[config.mk]
export PLATFORM = sky130hd
export DESIGN_NAME = host_config_port
export DESIGN_NICKNAME = d
export VERILOG_FILES = /design/src/hdl/host_config_pkg.sv /design/src/hdl/host_config_port.sv /design/src/hdl/pin_sync.sv
export SDC_FILE = /design/constraint.sdc
export NUM_CORES = 1
export LEC_CHECK = 0
export BUFFER_PORTS_ARGS = -buffer_cell sky130_fd_sc_hd__buf_2
export CAP_MARGIN = 20
export CORE_UTILIZATION = 45
export CTS_CLUSTER_DIAMETER = 120
export CTS_CLUSTER_SIZE = 40
export DETAILED_ROUTE_END_ITERATION = 10
export HOLD_SLACK_MARGIN = 0.15
export MAX_ROUTING_LAYER = met4
export SYNTH_ARGS = -nofsm -noshare
export SYNTH_HDL_FRONTEND = slang
export SYNTH_HIERARCHICAL = 1
export SYNTH_SLANG_ARGS = --single-unit
[constraint.sdc]
create_clock -name clk -period 31.2 [get_ports clk]
set_input_delay 7.8 -clock clk [delete_from_list [all_inputs] [get_ports clk]]
set_output_delay 7.8 -clock clk [all_outputs]
set_load 0.01 [all_outputs]
[src/hdl/host_config_pkg.sv]
package host_config_pkg;

   // ***********************************************************
   // Address map
   // ***********************************************************
   localparam logic [6:0] page_sel_addr      = 7'h7f;
   localparam logic [7:0] last_direct_page   = 8'h09;
   localparam logic [7:0] gpio_page          = 8'h01;
   localparam logic [7:0] general_page       = 8'h00;
   localparam logic [7:0] output_mb_page     = 8'h0e;
   localparam logic [6:0] info_addr          = 7'h00;
   localparam logic [6:0] id_hi_addr         = 7'h01;
   localparam logic [6:0] id_lo_addr         = 7'h02;
   localparam logic [6:0] startup_hi_addr    = 7'h19;
   localparam logic [6:0] startup_lo_addr    = 7'h1a;
   localparam logic [6:0] clk_status_addr    = 7'h32;
   localparam logic [6:0] cfg_ready_addr     = 7'h33;
   localparam logic [6:0] out_enable_addr    = 7'h40;
   localparam logic [6:0] gpio_sel_base      = 7'h60;
   localparam logic [6:0] gpio_cfg_base      = 7'h62;
   localparam logic [6:0] gpio_out_addr      = 7'h6f;
   localparam logic [6:0] gpio_in_addr       = 7'h70;
   localparam logic [6:0] mb_mask_addr       = 7'h00;
   localparam logic [6:0] mb_sem_addr        = 7'h01;
   localparam logic [6:0] mb_data_base       = 7'h02;

   // ***********************************************************
   // Fields and reset values
   // ***********************************************************
   localparam int info_ready_bit   = 7;
   localparam int lock_bit         = 3;
   localparam int sem_fetch_bit    = 0;
   localparam int sem_commit_bit   = 1;
   localparam logic [7:0] info_booting = 8'h21;
   localparam logic [7:0] lock_status  = 8'h0b;
   localparam logic [7:0] zero_byte    = 8'h00;

   // ***********************************************************
   // Timing
   // ***********************************************************
   localparam int clk_mhz          = 50;
   localparam int strap_hold_ms    = 550;
   localparam int gpio_period_ms   = 10;
   localparam int strap_cycles     = strap_hold_ms * 1000 * clk_mhz;
   localparam int gpio_cycles      = gpio_period_ms * 1000 * clk_mhz;

   typedef enum logic [1:0] {
      gpio_in_e  = 2'h0,
      gpio_out_e = 2'h1,
      gpio_ctl_e = 2'h2,
      gpio_sts_e = 2'h3
   } gpio_mode_e;

   typedef enum logic [3:0] {
      st_cmd  = 4'h1,
      st_addr = 4'h2,
      st_wdat = 4'h4,
      st_rdat = 4'h8
   } spi_state_e;

   // Decoded SPI byte write as seen by the register file
   typedef struct packed {
      logic       wr;
      logic [6:0] addr;
      logic [7:0] data;
   } reg_write_s;

endpackage

[src/hdl/host_config_port.sv]
`timescale 1ns/1ps
module host_config_port
   import host_config_pkg::*;
#(
   parameter int          n_gpio       = 5,
   parameter int          n_outputs    = 10,
   parameter int          mb_bytes     = 8,
   parameter int          strap_count  = strap_cycles,
   parameter int          gpio_count   = gpio_cycles,
   parameter int          boot_count   = 1000,
   parameter logic [15:0] device_id    = 16'h0a5c,
   parameter logic        config_stored = 1'b0
)
(
   input  wire logic                 clk,
   input  wire logic                 sys_rst,
   input  wire logic                 spi_sck,
   input  wire logic                 select_strap_zero,
   input  wire logic                 spi_sdi,
   input  wire logic                 serial_out_strap_one,
   output logic                      spi_sdo,
   output logic                      spi_sdo_oe,
   input  wire logic [n_gpio-1:0]    gpio_in,
   output logic      [n_gpio-1:0]    gpio_out,
   output logic      [n_gpio-1:0]    gpio_oe,
   input  wire logic                 apll_locked,
   output logic      [n_outputs-1:0] out_enable,
   output logic                      spi_mode,
   output logic                      i2c_addr_lsb,
   output logic      [2:0]           config_choice,
   output logic                      straps_done,
   output logic      [n_outputs-1:0] mb_target,
   output logic      [mb_bytes*8-1:0] mb_commit_data,
   output logic                      mb_commit
);
   // ***********************************************************
   // Checks
   // ***********************************************************
   if (n_gpio < 3 || n_gpio > 8 || n_outputs > 16 || mb_bytes > 8)
      $error("host_config_port: unsupported parameters");

   // ***********************************************************
   // Synchronisers
   // ***********************************************************
   localparam int sw = 4 + n_gpio;
   logic [sw-1:0] sync_w;
   logic          sck_s, cs_s, sdi_s, so_s;
   logic [n_gpio-1:0] gpio_s;

   pin_sync #(.width(sw)) u_sync
   (
      .clk      (clk),
      .sys_rst  (sys_rst),
      .async_in ({gpio_in, serial_out_strap_one, spi_sdi,
                  select_strap_zero, spi_sck}),
      .sync_out (sync_w)
   );
   assign sck_s  = sync_w[0];
   assign cs_s   = sync_w[1];
   assign sdi_s  = sync_w[2];
   assign so_s   = sync_w[3];
   assign gpio_s = sync_w[sw-1:4];

   // ***********************************************************
   // Strap sampling and boot
   // ***********************************************************
   logic [31:0] strap_cnt_reg;
   logic [15:0] boot_cnt_reg;
   logic        ready_reg;
   logic [15:0] startup_reg;

   always_ff @(posedge clk or posedge sys_rst)
   begin
      if (sys_rst)
      begin
         strap_cnt_reg <= '0;
         straps_done   <= 1'b0;
         spi_mode      <= 1'b0;
         i2c_addr_lsb  <= 1'b0;
         config_choice <= 3'h0;
         startup_reg   <= 16'h0000;
      end
      else if (!straps_done)
      begin
         strap_cnt_reg <= strap_cnt_reg + 32'd1;
         if (strap_cnt_reg == 32'(strap_count - 1))
         begin
            straps_done   <= 1'b1;
            spi_mode      <= cs_s;
            i2c_addr_lsb  <= so_s;
            startup_reg   <= 16'(gpio_s);
            config_choice <= config_stored ? gpio_s[2:0] : 3'h0;
         end
      end
   end

   always_ff @(posedge clk or posedge sys_rst)
   begin
      if (sys_rst)
      begin
         boot_cnt_reg <= '0;
         ready_reg    <= 1'b0;
      end
      else if (straps_done && !ready_reg)
      begin
         boot_cnt_reg <= boot_cnt_reg + 16'd1;
         if (boot_cnt_reg == 16'(boot_count - 1))
            ready_reg <= 1'b1;
      end
   end

   // ***********************************************************
   // SPI target
   // ***********************************************************
   spi_state_e  state_reg;
   logic        sck_d_reg, cs_d_reg, lsb_first_reg;
   logic [7:0]  shift_reg, tx_reg;
   logic [2:0]  bit_cnt_reg;
   logic        rd_reg;
   logic [6:0]  addr_reg;
   reg_write_s  wr_pulse_reg;
   logic [7:0]  rd_data;

   wire active    = spi_mode && straps_done && !cs_s;
   wire cs_fall   = cs_d_reg && !cs_s;
   wire sck_rise  = !sck_d_reg && sck_s;
   wire sck_fall  = sck_d_reg && !sck_s;
   wire in_bit    = sdi_s;
   wire [7:0] byte_in = lsb_first_reg ? {in_bit, shift_reg[7:1]}
                                      : {shift_reg[6:0], in_bit};
   wire last_bit  = bit_cnt_reg == 3'h7;
   wire [7:0] rd_view = ready_reg ? rd_data : zero_byte;

   always_ff @(posedge clk or posedge sys_rst)
   begin
      if (sys_rst)
      begin
         sck_d_reg     <= 1'b0;
         cs_d_reg      <= 1'b0;
         lsb_first_reg <= 1'b0;
         state_reg     <= st_cmd;
         shift_reg     <= 8'h00;
         bit_cnt_reg   <= 3'h0;
         rd_reg        <= 1'b0;
         addr_reg      <= 7'h00;
         wr_pulse_reg  <= '0;
         tx_reg        <= 8'h00;
         spi_sdo       <= 1'b0;
         spi_sdo_oe    <= 1'b0;
      end
      else
      begin
         sck_d_reg        <= sck_s;
         cs_d_reg         <= cs_s;
         wr_pulse_reg.wr  <= 1'b0;
         if (cs_fall)
            lsb_first_reg <= sck_s;
         if (!active)
         begin
            state_reg   <= st_cmd;
            bit_cnt_reg <= 3'h0;
            spi_sdo_oe  <= 1'b0;
         end
         else if (sck_rise)
         begin
            bit_cnt_reg <= bit_cnt_reg + 3'h1;
            shift_reg   <= byte_in;
            if (last_bit)
            begin
               case (state_reg)
                  st_cmd, st_addr:
                  begin
                     rd_reg   <= lsb_first_reg ? byte_in[0] : byte_in[7];
                     addr_reg <= lsb_first_reg ? byte_in[7:1] : byte_in[6:0];
                     if (lsb_first_reg ? byte_in[0] : byte_in[7])
                     begin
                        state_reg  <= st_rdat;
                        spi_sdo_oe <= 1'b1;
                        tx_reg     <= 8'h00;
                     end
                     else
                        state_reg <= st_wdat;
                  end
                  st_wdat:
                  begin
                     wr_pulse_reg.wr   <= 1'b1;
                     wr_pulse_reg.addr <= addr_reg;
                     wr_pulse_reg.data <= byte_in;
                     addr_reg <= addr_reg + 7'h01;
                  end
                  st_rdat:
                     addr_reg <= addr_reg + 7'h01;
                  default:
                     state_reg <= st_cmd;
               endcase
            end
            // Input is ignored during read-out
            if (state_reg == st_rdat)
               shift_reg <= shift_reg;
         end
         else if (sck_fall && state_reg == st_rdat)
         begin
            // Load a fresh byte at each byte boundary, else shift
            if (bit_cnt_reg == 3'h0)
            begin
               tx_reg  <= lsb_first_reg ? {1'b0, rd_view[7:1]}
                                        : {rd_view[6:0], 1'b0};
               spi_sdo <= lsb_first_reg ? rd_view[0] : rd_view[7];
            end
            else
            begin
               tx_reg  <= lsb_first_reg ? {1'b0, tx_reg[7:1]}
                                        : {tx_reg[6:0], 1'b0};
               spi_sdo <= lsb_first_reg ? tx_reg[0] : tx_reg[7];
            end
         end
      end
   end

   // ***********************************************************
   // Register file
   // ***********************************************************
   logic [7:0]  page_reg, cfg_ready_reg, gpio_drive_reg, gpio_rb_reg;
   logic [15:0] gsel_reg [n_gpio];
   logic [1:0]  gmode_reg [n_gpio];
   logic [7:0]  id_hold_reg, gsel_hold_reg;
   logic [15:0] oen_reg;
   logic [7:0]  mbox_reg [mb_bytes];
   logic [n_outputs-1:0] inst_reg [0:0];

   wire is_mb   = page_reg > last_direct_page;
   wire mb_ok   = ready_reg && apll_locked;
   wire [7:0] info_v = ready_reg ? (info_booting | 8'h80) : info_booting;
   wire [7:0] status_v = {4'h0, apll_locked, 1'b0, ready_reg, ready_reg};
   wire [6:0] wa = wr_pulse_reg.addr;
   wire [7:0] wd = wr_pulse_reg.data;
   wire       we = wr_pulse_reg.wr;

   assign rd_data =
      (addr_reg == page_sel_addr) ? page_reg :
      is_mb ? ((page_reg == output_mb_page && addr_reg == mb_mask_addr) ?
               8'(mb_target) :
               (page_reg == output_mb_page && addr_reg >= mb_data_base &&
                addr_reg < mb_data_base + 7'(mb_bytes)) ?
               mbox_reg[3'(addr_reg - mb_data_base)] : zero_byte) :
      (page_reg == general_page && addr_reg == info_addr) ? info_v :
      (page_reg == general_page && addr_reg == id_hi_addr) ?
         device_id[15:8] :
      (page_reg == general_page && addr_reg == id_lo_addr) ?
         device_id[7:0] :
      (page_reg == general_page && addr_reg == startup_hi_addr) ?
         startup_reg[15:8] :
      (page_reg == general_page && addr_reg == startup_lo_addr) ?
         startup_reg[7:0] :
      (page_reg == general_page && addr_reg == clk_status_addr) ? status_v :
      (page_reg == general_page && addr_reg == cfg_ready_addr) ?
         cfg_ready_reg :
      (page_reg == gpio_page && addr_reg == gpio_out_addr) ? gpio_drive_reg :
      (page_reg == gpio_page && addr_reg == gpio_in_addr) ? gpio_rb_reg :
      zero_byte;

   always_ff @(posedge clk or posedge sys_rst)
   begin
      if (sys_rst)
      begin
         page_reg       <= 8'h00;
         cfg_ready_reg  <= 8'h00;
         gpio_drive_reg <= 8'h00;
         oen_reg        <= 16'h0000;
         gsel_hold_reg  <= 8'h00;
         id_hold_reg    <= 8'h00;
         mb_target      <= '0;
         mb_commit      <= 1'b0;
         mb_commit_data <= '0;
         for (int i = 0; i < n_gpio; i++)
         begin
            gsel_reg[i]  <= 16'h0000;
            gmode_reg[i] <= 2'h0;
         end
         for (int i = 0; i < mb_bytes; i++)
            mbox_reg[i] <= 8'h00;
      end
      else
      begin
         mb_commit <= 1'b0;
         if (we && wa == page_sel_addr)
            page_reg <= wd;
         else if (we && is_mb && mb_ok && page_reg == output_mb_page)
         begin
            if (wa == mb_mask_addr)
               mb_target <= n_outputs'(wd);
            else if (wa == mb_sem_addr && wd[sem_commit_bit])
            begin
               mb_commit <= 1'b1;
               for (int i = 0; i < mb_bytes; i++)
                  mb_commit_data[i*8 +: 8] <= mbox_reg[i];
            end
            else if (wa == mb_sem_addr && wd[sem_fetch_bit])
            begin
               for (int i = 0; i < mb_bytes; i++)
                  mbox_reg[i] <= mb_commit_data[i*8 +: 8];
            end
            else if (wa >= mb_data_base && wa < mb_data_base + 7'(mb_bytes))
               mbox_reg[3'(wa - mb_data_base)] <= wd;
         end
         else if (we && page_reg == general_page)
         begin
            if (wa == cfg_ready_addr)
               cfg_ready_reg <= wd;
            else if (wa == out_enable_addr)
               id_hold_reg <= wd;
            else if (wa == out_enable_addr + 7'h01)
               oen_reg <= {id_hold_reg, wd};
         end
         else if (we && page_reg == gpio_page)
         begin
            if (wa == gpio_out_addr)
               gpio_drive_reg <= wd;
            for (int i = 0; i < n_gpio; i++)
            begin
               if (wa == gpio_sel_base + 7'(3*i))
                  gsel_hold_reg <= wd;
               else if (wa == gpio_sel_base + 7'(3*i+1))
                  gsel_reg[i] <= {gsel_hold_reg, wd};
               else if (wa == gpio_cfg_base + 7'(3*i))
                  gmode_reg[i] <= wd[1:0];
            end
         end
      end
   end

   // ***********************************************************
   // GPIO periodic update
   // ***********************************************************
   // Slow refresh keeps pin activity off the clock paths
   logic [31:0] gtick_reg;
   wire gtick = gtick_reg == 32'(gpio_count - 1);
   logic [15:0] ctl_reg;

   always_ff @(posedge clk or posedge sys_rst)
   begin
      if (sys_rst)
      begin
         gtick_reg   <= '0;
         gpio_out    <= '0;
         gpio_oe     <= '0;
         gpio_rb_reg <= 8'h00;
         ctl_reg     <= 16'h0000;
         out_enable  <= '0;
      end
      else
      begin
         gtick_reg  <= gtick ? 32'd0 : gtick_reg + 32'd1;
         out_enable <= n_outputs'(oen_reg | ctl_reg);
         if (gtick)
         begin
            gpio_rb_reg <= 8'(gpio_s);
            for (int i = 0; i < n_gpio; i++)
            begin
               gpio_oe[i] <= gmode_reg[i] == gpio_out_e ||
                             gmode_reg[i] == gpio_sts_e;
               if (gmode_reg[i] == gpio_out_e)
                  gpio_out[i] <= gpio_drive_reg[i];
               else if (gmode_reg[i] == gpio_sts_e)
                  gpio_out[i] <= status_v[gsel_reg[i][2:0]];
               if (gmode_reg[i] == gpio_ctl_e)
                  ctl_reg[gsel_reg[i][3:0]] <= gpio_s[i];
            end
         end
      end
   end
endmodule

[src/hdl/pin_sync.sv]
`timescale 1ns/1ps
module pin_sync
#(
   parameter int width = 1
)
(
   input  wire logic             clk,
   input  wire logic             sys_rst,
   input  wire logic [width-1:0] async_in,
   output logic      [width-1:0] sync_out
);
   logic [width-1:0] meta_reg;

   // First stage feeds only the second stage
   always_ff @(posedge clk or posedge sys_rst)
   begin
      if (sys_rst)
      begin
         meta_reg <= '0;
         sync_out <= '0;
      end
      else
      begin
         meta_reg <= async_in;
         sync_out <= meta_reg;
      end
   end
endmodule

==> results.py <==
metrics = {
    "run_status": {
        "status": "completed",
    },
    "timing": {
        "setup_slack_ps": 21570,
        "finalHoldWorstSlack_ps": 365,
        "layout_worst_path_cycle_share": 0.309,
        "worst_slew_margin_rel": 0.242,
        "fin_skew_ps": 43.7,
        "timing.setup.tns_ps": 0,
        "final_critical_period_ps": 9630,
        "rsz0062_at_grt": "no",
        "hold_viol_final": 0,
        "report.final.slew_viol_count": 0,
        "max_freq_ghz": 0.104,
        "worstMarginPinSlew_ps": 1140,
        "setup_viol": 0,
    },
    "setup_path": {
        "endpoint_kind": "flip-flop",
        "critical_path.cell_chain": "buf_2 > nand2_1 > nor3_2 > nand4b_1 > nor2_4 > buf_4 > mux2_2",
        "r2r.worst_path.cells": 9,
        "path_class": "input pin to flip-flop",
        "timing.critical_path.fanout_max": 53,
        "critPathSlowestCell": "sky130_fd_sc_hd__buf_4",
        "cp_data_arrival_time_ps": 10080,
        "critPathMaxStageDelay_ps": 660,
        "timing.critical_path.required_ps": 31660,
        "critical_path.startpoint_type": "input pin",
    },
    "synthesis": {
        "combinational_family_with_the_most_area_after_synthesis": "simple AND/OR/NAND/NOR gates",
        "yosys_most_used_dff": "sky130_fd_sc_hd__dfrtp_1",
        "netlist.top_cell.by_area": "sky130_fd_sc_hd__dfrtp_1",
        "synth_compound_area_frac": 0.113,
        "ys_warn_count": 6,
        "ys_top_cells_by_area": "sky130_fd_sc_hd__dfrtp_1, sky130_fd_sc_hd__mux2_2, sky130_fd_sc_hd__nand2_1, sky130_fd_sc_hd__o21ai_0, sky130_fd_sc_hd__xnor2_1",
        "synth_simple_gate_area_frac": 0.166,
        "synth_fa_ha_area_frac": 0.00791,
        "yosys.cell_count.top_type": "sky130_fd_sc_hd__dfrtp_1",
        "post_synth_xor_area_fraction": 0.0365,
        "synthCells": 1767,
        "ys_types": 77,
        "synth-seq-cells": 395,
        "share_of_the_yosys_chip_area_belonging_to_registers": 0.521,
        "synth-edff-count": 0,
        "syn_area_um2": 19000,
        "post_synth.cell_area_avg_um2": 10.7,
        "yosysTopAreaCellShare": 0.520,
        "async_flop_share": 1.00,
        "post_synth_mux_area_share": 0.130,
        "yosys-top-cells-count": "sky130_fd_sc_hd__dfrtp_1, sky130_fd_sc_hd__nand2_1, sky130_fd_sc_hd__mux2_2",
    },
    "layout": {
        "layoutNonFillerInstCount": 2359,
        "syn_to_final_growth_pct": 7.62,
        "fraction_of_final_layout_cells_sized_beyond_drive_strength_1": 0.197,
        "antenna_cells": 0,
        "fillCellCount": 3768,
        "final_nets": 1844,
    },
    "power_and_ir_drop": {
        "irDropWorstVdd_uv": 30.0,
        "cellLeakagePower_nw": 9.36,
        "powerDensity_nw_per_um2": 38.5,
        "totalPowerFinal_mw": 0.786,
    },
    "drt": {
        "first_pass_iteration_count_of_the_detailed_router": 6,
        "drc_errors": 0,
        "wl_per_cell_um": 21.3,
        "viasPerCell": 5.91,
        "drtIter0Drc": 1207,
        "wl_mm": 50.1,
        "vias": 14000,
        "postRouteAntennaNets": 0,
    },
    "placement": {
        "place_hpwl_mm": 35.4,
        "dp.cells": 2335,
        "io_buffer_count": 109,
        "gp_routability_congestion": 0.945,
        "place_ws_ps": 21050,
    },
    "hold_path": {
        "hold_path_class": "flip-flop to flip-flop",
        "hold_path_stages": 0,
    },
    "clock_network": {
        "cts_buffers": 14,
        "clock_sink_count": 395,
        "clock_latency_at_the_later_pin_of_the_worst_skew_pair_ps": 560,
        "ctsRootBufferMaster": "sky130_fd_sc_hd__clkbuf_16",
        "max-clock-path-buffers": 3,
        "path_clk_slew_ps": 140,
        "clock_tree_from_tritoncts": "built",
        "total_of_hold_buffers_inserted_after_clock_tree_synthesis": 0,
        "clock_tree.htree_level_count": 1,
        "cts_resized": 0,
        "post_cts.repair.setup_buffers": 0,
    },
    "global_routing": {
        "first_pass_grt_wire_length_mm": 79.7,
        "antenna_found_initial": 0,
        "grt_pass1_vias": 13400,
        "pin_count_of_the_biggest_net_entering_global_routing": 108,
        "grt_overflow_total": 0,
        "grt_usage": 0.240,
    },
    "die": {
        "core_region_area_um2": 41200,
        "chipWidth_um": 207,
        "num_rows": 74,
        "ioPinCount": 115,
        "floorplan.initialDensity": 0.460,
        "fp.dieH_um": 207,
        "die_area_um2": 43000,
    },
    "run": {
        "max_cap_violations": 0,
    },
}
-- final timing paths --
path	to	from	slack [ps]
setup / recovery	mb_commit_data[20]$_DFFE_PP0P_	apll_locked	21570
hold / removal	u_sync/sync_out[4]$_DFF_PP0_	u_sync/meta_reg[4]$_DFF_PP0_	370
setup reg to reg	spi_sdo$_DFFE_PP0P_	addr_reg[1]$_DFFE_PP0P_	27320
hold reg to reg	u_sync/sync_out[4]$_DFF_PP0_	u_sync/meta_reg[4]$_DFF_PP0_	370
max in group asynchronous	gtick_reg[4]$_DFF_PP0_	sys_rst	22360
min in group asynchronous	strap_cnt_reg[29]$_DFFE_PP0N_	sys_rst	7360
-- final cells by class --
cell class / instances / area, µm² / share of cell area
Multi-Input combinational cell: 1254 / 8640 / 0.423
Timing Repair Buffer: 128 / 686 / 0.0336
Tap cell: 532 / 666 / 0.0326
Clock inverter: 4 / 65.1 / 0.00319
Clock buffer: 19 / 369 / 0.0181
Inverter: 27 / 109 / 0.00533
Sequential cell: 395 / 9890 / 0.484
-- cells by family (layout without fill, tap and decap cells) --
family	after synthesis	in the layout
buf+inv	122	178
fa+ha+maj	12	12
compound gates	342	342
xor+xnor	79	79
mux	206	206
simple gates	610	610
flops	395	395
other cells	1	5
-- where the power goes --
part,total [mW],internal (mW),switching (mW)
clock network,0.254,0.0901,0.164
logic,0.0173,0.00292,0.0144
registers,0.515,0.513,0.00164
-- through the flow --
step / util / cell area [µm²]
after floorplan: - / 19000
after global placement: 0.485 / 20000
after detailed placement: 0.485 / 20000
after CTS: 0.495 / 20400
after global routing: 0.496 / 20400
final: 0.496 / 20400
-- metal layers --
layer,track usage,part of all wire,up-vias
met5,-,0,-
met4,0.0592,0.026,0
met3,0.0213,0.043,56
met2,0.374,0.46,379
met1,0.340,0.47,7088
li1,-,-,6430
-- critical path: cells and delay by family --
family / cells / cell delay [ps]
buf+inv: 2 / 870
simple gates: 4 / 940
mux: 1 / 410
-- layout by cell type, fill, tap and decap left out, drive strengths merged, types with 51 or more instances in the layout --
| cell | count |
|---|---|
| nand2 | 189 |
| dfrtp | 394 |
| nand3 | 57 |
| o21ai | 124 |
| a21oi | 84 |
| nor2 | 107 |
| a22oi | 58 |
| xnor2 | 51 |
| buf | 127 |
| mux2 | 158 |
(Power assumes the default switching activity.)
